<file path="src/rtl/sfp_pkg.sv">
package sfp_pkg;

  // serial command that opens the parameter space
  localparam logic [7:0]  SFP_OP_READ_PARAM   = 8'h5a;
  localparam logic [2:0]  SFP_BIT_LAST        = 3'h7;
  localparam logic [1:0]  SFP_ADDR_BYTE_LAST  = 2'h2;
  localparam logic [23:0] SFP_ADDR_STEP       = 24'h000001;

  // synchroniser lanes and their idle levels
  localparam int          SFP_PIN_COUNT       = 3;
  localparam int          SFP_PIN_CLK         = 0;
  localparam int          SFP_PIN_CS_N        = 1;
  localparam int          SFP_PIN_DIN         = 2;
  localparam logic [2:0]  SFP_PIN_IDLE        = 3'h2;

  // header locations and contents
  localparam logic [23:0] SFP_HDR_SIG0_ADDR   = 24'h000000;
  localparam logic [23:0] SFP_HDR_SIG1_ADDR   = 24'h000001;
  localparam logic [23:0] SFP_HDR_SIG2_ADDR   = 24'h000002;
  localparam logic [23:0] SFP_HDR_SIG3_ADDR   = 24'h000003;
  localparam logic [23:0] SFP_HDR_MINOR_ADDR  = 24'h000004;
  localparam logic [23:0] SFP_HDR_MAJOR_ADDR  = 24'h000005;
  localparam logic [23:0] SFP_HDR_NPH_ADDR    = 24'h000006;
  localparam logic [23:0] SFP_HDR_ID_ADDR     = 24'h000008;
  localparam logic [23:0] SFP_HDR_TMIN_ADDR   = 24'h000009;
  localparam logic [23:0] SFP_HDR_TMAJ_ADDR   = 24'h00000a;
  localparam logic [23:0] SFP_HDR_TLEN_ADDR   = 24'h00000b;
  localparam logic [23:0] SFP_HDR_TPTR_ADDR   = 24'h00000c;
  localparam logic [23:0] SFP_HDR_TPTR1_ADDR  = 24'h00000d;
  localparam logic [23:0] SFP_HDR_TPTR2_ADDR  = 24'h00000e;
  localparam logic [7:0]  SFP_HDR_SIG0        = 8'h53;
  localparam logic [7:0]  SFP_HDR_SIG1        = 8'h46;
  localparam logic [7:0]  SFP_HDR_SIG2        = 8'h44;
  localparam logic [7:0]  SFP_HDR_SIG3        = 8'h50;
  localparam logic [7:0]  SFP_HDR_MINOR       = 8'h08;
  localparam logic [7:0]  SFP_HDR_MAJOR       = 8'h01;
  localparam logic [7:0]  SFP_HDR_NPH         = 8'h00;
  localparam logic [7:0]  SFP_HDR_ID          = 8'h00;
  localparam logic [7:0]  SFP_HDR_TMIN        = 8'h07;
  localparam logic [7:0]  SFP_HDR_TMAJ        = 8'h01;
  localparam logic [7:0]  SFP_HDR_TLEN        = 8'h10;
  localparam logic [7:0]  SFP_HDR_TPTR        = 8'h30;
  localparam logic [7:0]  SFP_HDR_TPTR_HI     = 8'h00;

  // basic parameter table, absolute byte addresses
  localparam logic [23:0] SFP_ERASE_BUF_CAPS_ADDR   = 24'h000030;
  localparam logic [23:0] SFP_SMALL_ERASE_OP_ADDR   = 24'h000031;
  localparam logic [23:0] SFP_READ_MODE_FLAGS_ADDR  = 24'h000032;
  localparam logic [23:0] SFP_WORD1_UNUSED_ADDR     = 24'h000033;
  localparam logic [23:0] SFP_DENSITY0_ADDR         = 24'h000034;
  localparam logic [23:0] SFP_DENSITY1_ADDR         = 24'h000035;
  localparam logic [23:0] SFP_DENSITY2_ADDR         = 24'h000036;
  localparam logic [23:0] SFP_DENSITY3_ADDR         = 24'h000037;
  localparam logic [23:0] SFP_QIO_CYC_ADDR          = 24'h000038;
  localparam logic [23:0] SFP_QIO_OP_ADDR           = 24'h000039;
  localparam logic [23:0] SFP_QOUT_CYC_ADDR         = 24'h00003a;
  localparam logic [23:0] SFP_QOUT_OP_ADDR          = 24'h00003b;
  localparam logic [23:0] SFP_DOUT_CYC_ADDR         = 24'h00003c;
  localparam logic [23:0] SFP_DOUT_OP_ADDR          = 24'h00003d;
  localparam logic [23:0] SFP_DIO_CYC_ADDR          = 24'h00003e;
  localparam logic [23:0] SFP_DIO_OP_ADDR           = 24'h00003f;
  localparam logic [23:0] SFP_WIDE_CMD_FLAGS_ADDR   = 24'h000040;
  localparam logic [23:0] SFP_WORD5_RSVD_ADDR       = 24'h000041;

  localparam logic [7:0]  SFP_ERASE_BUF_CAPS   = 8'he5;
  localparam logic [7:0]  SFP_SMALL_ERASE_OP   = 8'h20;
  localparam logic [7:0]  SFP_READ_MODE_FLAGS  = 8'hf1;
  localparam logic [7:0]  SFP_DENSITY0         = 8'hff;
  localparam logic [7:0]  SFP_DENSITY1         = 8'hff;
  localparam logic [7:0]  SFP_DENSITY2         = 8'h3f;
  localparam logic [7:0]  SFP_DENSITY3         = 8'h00;
  localparam logic [7:0]  SFP_QIO_CYC          = 8'h44;
  localparam logic [7:0]  SFP_QIO_OP           = 8'heb;
  localparam logic [7:0]  SFP_QOUT_CYC         = 8'h08;
  localparam logic [7:0]  SFP_QOUT_OP          = 8'h6b;
  localparam logic [7:0]  SFP_DOUT_CYC         = 8'h08;
  localparam logic [7:0]  SFP_DOUT_OP          = 8'h3b;
  localparam logic [7:0]  SFP_DIO_CYC          = 8'h80;
  localparam logic [7:0]  SFP_DIO_OP           = 8'hbb;
  localparam logic [7:0]  SFP_WIDE_CMD_FLAGS   = 8'hee;
  localparam logic [7:0]  SFP_UNUSED_BYTE      = 8'hff;

  typedef enum {
    SFP_ST_IDLE,
    SFP_ST_CMD,
    SFP_ST_ADDR,
    SFP_ST_DUMMY,
    SFP_ST_DATA,
    SFP_ST_IGNORE
  } sfp_state_t;

endpackage

</file>
<file path="src/rtl/sfp_pin_sync.sv">
module sfp_pin_sync
  import sfp_pkg::*;
#(
  parameter int                 W    = SFP_PIN_COUNT,
  parameter logic [W-1:0]       IDLE = SFP_PIN_IDLE
)
(
  input  wire logic             clock,
  input  wire logic             sys_rst,
  input  wire logic [W-1:0]     pin_in,
  output logic      [W-1:0]     level,
  output logic      [W-1:0]     rise,
  output logic      [W-1:0]     fall
);

  logic [W-1:0] s1_r;
  logic [W-1:0] s2_r;
  logic [W-1:0] s3_r;

  genvar i;
  generate
    for (i = 0; i < W; i++)
    begin : g_lane
      always_ff @(posedge clock)
      begin
        if (sys_rst)
        begin
          s1_r[i]  <= IDLE[i];
          s2_r[i]  <= IDLE[i];
          s3_r[i]  <= IDLE[i];
          level[i] <= IDLE[i];
          rise[i]  <= 1'b0;
          fall[i]  <= 1'b0;
        end
        else
        begin
          s1_r[i] <= pin_in[i];
          s2_r[i] <= s1_r[i];
          s3_r[i] <= s2_r[i];
          // a change counts only once the last two stages agree
          rise[i] <= (s2_r[i] == s3_r[i]) && s3_r[i] && !level[i];
          fall[i] <= (s2_r[i] == s3_r[i]) && !s3_r[i] && level[i];
          if (s2_r[i] == s3_r[i])
            level[i] <= s3_r[i];
        end
      end
    end
  endgenerate

endmodule

</file>
<file path="src/rtl/sfp_param_rom.sv">
module sfp_param_rom
  import sfp_pkg::*;
#(
  // arbitrary neutral value
  parameter logic [7:0]         VENDOR_ID = 8'h00
)
(
  input  wire logic [23:0]      addr,
  output logic      [7:0]       data
);

  function automatic logic [7:0] table_byte(input logic [23:0] a);
    logic [7:0] b;
    b = SFP_UNUSED_BYTE;
    case (a)
      SFP_HDR_SIG0_ADDR:        b = SFP_HDR_SIG0;
      SFP_HDR_SIG1_ADDR:        b = SFP_HDR_SIG1;
      SFP_HDR_SIG2_ADDR:        b = SFP_HDR_SIG2;
      SFP_HDR_SIG3_ADDR:        b = SFP_HDR_SIG3;
      SFP_HDR_MINOR_ADDR:       b = SFP_HDR_MINOR;
      SFP_HDR_MAJOR_ADDR:       b = SFP_HDR_MAJOR;
      SFP_HDR_NPH_ADDR:         b = SFP_HDR_NPH;
      SFP_HDR_ID_ADDR:          b = VENDOR_ID ^ SFP_HDR_ID;
      SFP_HDR_TMIN_ADDR:        b = SFP_HDR_TMIN;
      SFP_HDR_TMAJ_ADDR:        b = SFP_HDR_TMAJ;
      SFP_HDR_TLEN_ADDR:        b = SFP_HDR_TLEN;
      SFP_HDR_TPTR_ADDR:        b = SFP_HDR_TPTR;
      SFP_HDR_TPTR1_ADDR:       b = SFP_HDR_TPTR_HI;
      SFP_HDR_TPTR2_ADDR:       b = SFP_HDR_TPTR_HI;
      SFP_ERASE_BUF_CAPS_ADDR:  b = SFP_ERASE_BUF_CAPS;
      SFP_SMALL_ERASE_OP_ADDR:  b = SFP_SMALL_ERASE_OP;
      SFP_READ_MODE_FLAGS_ADDR: b = SFP_READ_MODE_FLAGS;
      SFP_DENSITY0_ADDR:        b = SFP_DENSITY0;
      SFP_DENSITY1_ADDR:        b = SFP_DENSITY1;
      SFP_DENSITY2_ADDR:        b = SFP_DENSITY2;
      SFP_DENSITY3_ADDR:        b = SFP_DENSITY3;
      SFP_QIO_CYC_ADDR:         b = SFP_QIO_CYC;
      SFP_QIO_OP_ADDR:          b = SFP_QIO_OP;
      SFP_QOUT_CYC_ADDR:        b = SFP_QOUT_CYC;
      SFP_QOUT_OP_ADDR:         b = SFP_QOUT_OP;
      SFP_DOUT_CYC_ADDR:        b = SFP_DOUT_CYC;
      SFP_DOUT_OP_ADDR:         b = SFP_DOUT_OP;
      SFP_DIO_CYC_ADDR:         b = SFP_DIO_CYC;
      SFP_DIO_OP_ADDR:          b = SFP_DIO_OP;
      SFP_WIDE_CMD_FLAGS_ADDR:  b = SFP_WIDE_CMD_FLAGS;
      default:                  b = SFP_UNUSED_BYTE;
    endcase
    return b;
  endfunction

  // contents are fixed, no write path exists
  assign data = table_byte(addr);

endmodule

</file>
<file path="src/rtl/sfp_top.sv">
module sfp_top
  import sfp_pkg::*;
#(
  // arbitrary neutral value
  parameter logic [7:0]         VENDOR_ID = 8'h00
)
(
  input  wire logic             clock,
  input  wire logic             sys_rst,
  input  wire logic             spi_clk,
  input  wire logic             spi_cs_n,
  input  wire logic             spi_io0,
  output logic                  spi_io1_o,
  output logic                  spi_io1_oe,
  output logic                  param_read_active
);

  logic [SFP_PIN_COUNT-1:0] pin_lvl;
  logic [SFP_PIN_COUNT-1:0] pin_rise;

  sfp_state_t   state_r;
  logic [2:0]   bit_cnt_r;
  logic [1:0]   byte_cnt_r;
  logic [7:0]   shift_in_r;
  logic [23:0]  addr_r;
  logic [7:0]   shift_out_r;
  logic [23:0]  rom_addr;
  logic [7:0]   rom_data;
  logic [7:0]   rx_byte;
  logic         clk_rise;
  logic         deselected;
  logic         din;
  logic         byte_end;

  // clock, select and data share one pipeline, so data stays aligned to edges
  sfp_pin_sync #(
    .W    (SFP_PIN_COUNT),
    .IDLE (SFP_PIN_IDLE)
  ) u_sync (
    .clock   (clock),
    .sys_rst (sys_rst),
    .pin_in  ({spi_io0, spi_cs_n, spi_clk}),
    .level   (pin_lvl),
    .rise    (pin_rise),
    .fall    ()
  );

  sfp_param_rom #(
    .VENDOR_ID (VENDOR_ID)
  ) u_rom (
    .addr (rom_addr),
    .data (rom_data)
  );

  assign clk_rise   = pin_rise[SFP_PIN_CLK];
  assign deselected = pin_lvl[SFP_PIN_CS_N];
  assign din        = pin_lvl[SFP_PIN_DIN];
  assign rx_byte    = {shift_in_r[6:0], din};
  assign byte_end   = clk_rise && (bit_cnt_r == SFP_BIT_LAST);
  // next byte is fetched while the address steps
  assign rom_addr   = (state_r == SFP_ST_DATA) ? addr_r + SFP_ADDR_STEP : addr_r;

  always_ff @(posedge clock)
  begin
    if (sys_rst || deselected)
      state_r <= SFP_ST_IDLE;
    else
    begin
      case (state_r)
        SFP_ST_IDLE:
          state_r <= SFP_ST_CMD;
        SFP_ST_CMD:
          if (byte_end)
            state_r <= (rx_byte == SFP_OP_READ_PARAM) ? SFP_ST_ADDR : SFP_ST_IGNORE;
        SFP_ST_ADDR:
          if (byte_end && byte_cnt_r == SFP_ADDR_BYTE_LAST)
            state_r <= SFP_ST_DUMMY;
        SFP_ST_DUMMY:
          if (byte_end)
            state_r <= SFP_ST_DATA;
        SFP_ST_DATA:
          state_r <= SFP_ST_DATA;
        SFP_ST_IGNORE:
          state_r <= SFP_ST_IGNORE;
        default:
          state_r <= SFP_ST_IDLE;
      endcase
    end
  end

  always_ff @(posedge clock)
  begin
    if (sys_rst || state_r == SFP_ST_IDLE)
    begin
      bit_cnt_r  <= 3'h0;
      byte_cnt_r <= 2'h0;
      shift_in_r <= 8'h00;
    end
    else if (clk_rise)
    begin
      bit_cnt_r  <= bit_cnt_r + 3'h1;
      shift_in_r <= rx_byte;
      if (state_r == SFP_ST_ADDR && bit_cnt_r == SFP_BIT_LAST)
        byte_cnt_r <= byte_cnt_r + 2'h1;
    end
  end

  // address shifts in msb first; an unmatched command leaves it untouched
  always_ff @(posedge clock)
  begin
    if (sys_rst || state_r == SFP_ST_IDLE)
      addr_r <= 24'h000000;
    else if (clk_rise && state_r == SFP_ST_ADDR)
      addr_r <= {addr_r[22:0], din};
    else if (byte_end && state_r == SFP_ST_DATA)
      addr_r <= addr_r + SFP_ADDR_STEP;
  end

  // output changes about five clocks after the host's sampling edge, leaving a little under half a
  // period of margin; a host using mode 0 sees data slightly after its falling edge
  always_ff @(posedge clock)
  begin
    if (sys_rst || state_r == SFP_ST_IDLE || state_r == SFP_ST_IGNORE)
    begin
      shift_out_r <= 8'h00;
      spi_io1_o   <= 1'b0;
      spi_io1_oe  <= 1'b0;
    end
    else if (byte_end && (state_r == SFP_ST_DUMMY || state_r == SFP_ST_DATA))
    begin
      shift_out_r <= rom_data;
      spi_io1_o   <= rom_data[7];
      spi_io1_oe  <= 1'b1;
    end
    else if (clk_rise && state_r == SFP_ST_DATA)
    begin
      shift_out_r <= {shift_out_r[6:0], 1'b0};
      spi_io1_o   <= shift_out_r[6];
    end
  end

  always_ff @(posedge clock)
  begin
    if (sys_rst)
      param_read_active <= 1'b0;
    else
      param_read_active <= (state_r == SFP_ST_ADDR) || (state_r == SFP_ST_DUMMY) || (state_r == SFP_ST_DATA);
  end

endmodule

</file>
<file path="config.mk">
export PLATFORM = sky130hd
export DESIGN_NAME = sfp_top
export DESIGN_NICKNAME = d
export VERILOG_FILES = /design/src/rtl/sfp_pkg.sv /design/src/rtl/sfp_pin_sync.sv /design/src/rtl/sfp_param_rom.sv /design/src/rtl/sfp_top.sv
export SDC_FILE = /design/constraint.sdc
export NUM_CORES = 1
export LEC_CHECK = 0
export ABC_AREA = 1
export ABC_CLOCK_PERIOD_IN_PS = 3050
export BUFFER_PORTS_ARGS = -buffer_cell sky130_fd_sc_hd__buf_2
export CAP_MARGIN = 20
export CORE_ASPECT_RATIO = 1.5
export CORE_UTILIZATION = 55
export DETAILED_ROUTE_END_ITERATION = 6
export PLACE_DENSITY = 0.72
export SKIP_LAST_GASP = 1
export SYNTH_ARGS = -nofsm -noshare
export SYNTH_HDL_FRONTEND = slang
export SYNTH_SLANG_ARGS = --single-unit
</file>
<file path="constraint.sdc">
create_clock -name clock -period 3.05 [get_ports clock]
set_input_delay 0.305 -clock clock [delete_from_list [all_inputs] [get_ports clock]]
set_output_delay 0.305 -clock clock [all_outputs]
set_load 0.01 [all_outputs]
</file>
==> summary.txt <==
Run status
  – Outcome: finished, final reports clean

Floorplanning
  – IO Pins: 8
  – Die area: 0.007495 sq mm
  – Num rows: 37
  – Initial Utilization: 0.5697
  – Chip Height: roughly 110 um
  – Core area: 0.006898 sq mm
  – Die Wd: 71.02 um

CTS
  – Cts hold-fix bufs: 0
  – CTS clock-pin slew for the worst setup and hold paths: around 80 ps
  – Clock Latency Late Sink: 360 ps
  – H-tree depth: 3
  – Root Driver: clkbuf_8
  – CTS resizes: 0
  – Num CTS Buffers: 9
  – CTS tree: built
  – CTS Sinks: 62
  – CTS Buffer Depth: 2
  – # Post-CTS Setup Buffers: 0

Global routing
  – Vias in the first global route: 3725
  – Total gr overflow: 0
  – Global-route wire length before repair: 16430 um
  – Initial antenna violation count: 0
  – Largest net degree at the start of global routing: 34
  – Gr usage total: 0.2796

Min path
  – Hold Crit Start: spi_cs_n
  – Worst hold-check path type: in2reg
  – Hold endpoint: u_sync.s1_r[1]$_SDFF_PP1_
  – WHS Path Cells: 2

Yosys
  – Yosys Warn Count: 0
  – Synth Flop Type: dfxtp_1
  – Syn_nets: 647
  – Sequential share of the synthesized area: 0.3158
  – Yosys reg bits: 62
  – Most common cell in the netlist: nand2_1
  – Distinct cell type count after synthesis: 37
  – Area contributors post-synth: dfxtp_1 (32%), nand2_1 (20%), inv_1 (6.3%)
  – EDFF count, synth: 0
  – Syn_area_per_cell: 6.238 sq um
  – Top-area cell type share of the netlist area: 0.3158
  – Post-synth ARST share: 0
  – Most frequent cells after synthesis: nand2_1 (205), inv_1 (66), dfxtp_1 (62), nor2_1 (62), nand3_1 (46)
  – Post-Syn Area: 0.003930 sq mm
  – Post-Synthesis Cells: 630
  – Synth area leader: dfxtp_1

STA
  – Final slew viol count: 0
  – Max_slew headroom: 0.6476
  – Setup Skew: 5.718 ps
  – Fin crit share: 0.8568
  – Final min period: about 2600 ps
  – Setup TNS: 0 ps
  – F_max: 382.7 MHz
  – RSZ-0062 raised after global routing: no
  – Worst-Margin Slew: 526.7 ps
  – Final Hold Fails: 0
  – Final setup viols: 0

Pwr
  – Pwr Density: 358.3 mW/mm^2
  – Pleak: 1.603 nW
  – Tot Pwr: between 1.5 and 2 mW
  – Maximum vdd drop: 0.3832 mV

Final layout
  – Area occupied by multi-input gates: 0.002340 sq mm
  – Final net count: 654
  – Number of fill cells in the layout: 671
  – Layout cell share with drive strength beyond 1: 0.1012
  – Final std cells w/o fill: ~700
  – Register area: around 0.0012 sq mm
  – Final core utilization: 0.6093
  – Final std cell area, no fill: 0.004203 sq mm
  – Diodes inserted: 0
  – Area delta synth->final: 6.940%

Worst setup path
  – Reg-to-Reg End: shift_out_r[3]$_SDFFE_PP0P_
  – Reg2Reg Depth: 13
  – Slowest cell on crit path: o21ai_1
  – Critical Path Fanout Max: 14
  – Worst r2r src: state_r[0]$_SDFFE_PP0P_
  – Critical setup path kind: reg2reg
  – Crit path launch: state_r[0]$_SDFFE_PP0P_
  – Worst path required time: between 3000 and 4000 ps
  – CP Capture Type: register
  – CP max stage delay: 410 ps
  – Worst path cell trace: nor2_2 > nand2_2 > o21ai_1 > inv_1 > ha_1 > nand3_1 > inv_1 > nand2_1 > o21ai_0 > o21ai_0 > nand2_1 > o21bai_1 > a21oi_1
  – CP Launch Type: register
  – Worst Path Arrival: 2850 ps
  – Worst reg-to-reg setup slack: ~440 ps
  – CP top delay family: compound AO/OA/AOI/OAI gates
  – Crit path buffers/inverters: 2

Placed design
  – PortBufs: 7
  – GPL Wtd Cong: between 0.9 and 1
  – HPWL after DPL: 7223 um
  – Placed instance count: 704
  – Area after DPL: approximately 0.004 sq mm

Detailed routing
  – Final wirelength: 9618 um
  – Vias after detailed routing: 4021
  – Detailed Routing Iterations Pass 1: 6
  – DR WL/cell: 13.36 um
  – Vias per inst: 5.585
  – ANT nets after route: 0
  – DRC errors left: 0
  – DR iter-0 viols: 172

Flow run
  – Max Cap Violations: 0
## per-layer routing
layer / share of wire / vias to the layer above / GRT usage
li1: - / 2070 / -
met1: 0.41 / 1806 / 0.3031
met2: 0.49 / 107 / 0.4780
met3: 0.044 / 38 / 0.06501
met4: 0.047 / 0 / 0.1857
met5: 0 / - / 0
## stage by stage
stage / setup slack (ps) / hold slack [ps]
2_1_floorplan: 861.6 / 388.3
4_1_cts: 444.9 / 106.7
6_report: 436.9 / 120.7
3_5_place_dp: 468.1 / 393.2
3_3_place_gp: 602.6 / 388.8
5_1_grt: 158.6 / 126.6
## placed cells by master, fill, tap and decap left out, types with 4 or more instances in the layout
master	instances
buf_4	5
nor3_1	5
o21ai_0	21
ha_1	12
or2_2	7
nor4_1	4
nand2_1	205
nand3_1	46
dfxtp_1	62
a31oi_1	20
o21ai_1	7
a21oi_1	30
nor2_1	62
clkbuf_8	9
nand4_1	11
o21bai_1	5
inv_1	66
nand2_2	8
buf_2	7
nor2_2	11
## where the power goes
group | leakage (nW) | internal (mW) | switching, mW
Sequential | 0.501 | 0.814 | 0.00197
Combinational | 1.01 | 0.00527 | 0.00735
Clock | 0.0881 | 0.305 | 0.372
Total | 1.60 | 1.12 | 0.381
## sequential cells by signal (all words and copies together), names as in the netlist
register and cells:
spi_io1_oe 1, u_sync.rise 1, state_r 3, u_sync.s1_r 3
addr_r 24, shift_in_r 7, byte_cnt_r 2, u_sync.level 3
spi_io1_o 1, param_read_active 1, shift_out_r 7, bit_cnt_r 3
u_sync.s3_r 3, u_sync.s2_r 3
## final cells by class
type | count | area share
flip-flops and latches | 62 | 0.2953
clock inverters | 7 | 0.01369
clock buffers | 9 | 0.02947
multi-input cells | 480 | 0.5567
repair buffers | 12 | 0.01727
inverters | 72 | 0.06430
well taps | 78 | 0.02322
## logic make-up (layout without fill, tap and decap cells)
group	Yosys count	after routing	synth area share
AO/OA/AOI/OAI	96	96	0.1414
XOR/XNOR	4	4	0.008916
adder cells (fa/ha/maj)	12	12	0.03820
buffers and inverters	88	100	0.08883
flip-flops	62	62	0.3158
AND/OR/NAND/NOR	368	368	0.4069
## how the worst max path moves through the flow
stage / endpoint / slack (ps) / cells past startpoint
floorplan: shift_out_r[6]$_SDFFE_PP0P_ / 860 / 15
global placement: shift_out_r[3]$_SDFFE_PP0P_ / 600 / 13
detailed placement: shift_out_r[6]$_SDFFE_PP0P_ / 470 / 13
CTS: shift_out_r[6]$_SDFFE_PP0P_ / 440 / 13
global route: shift_out_r[3]$_SDFFE_PP0P_ / 160 / 13
finish: shift_out_r[3]$_SDFFE_PP0P_ / 440 / 13
(Power assumes the default switching activity.)
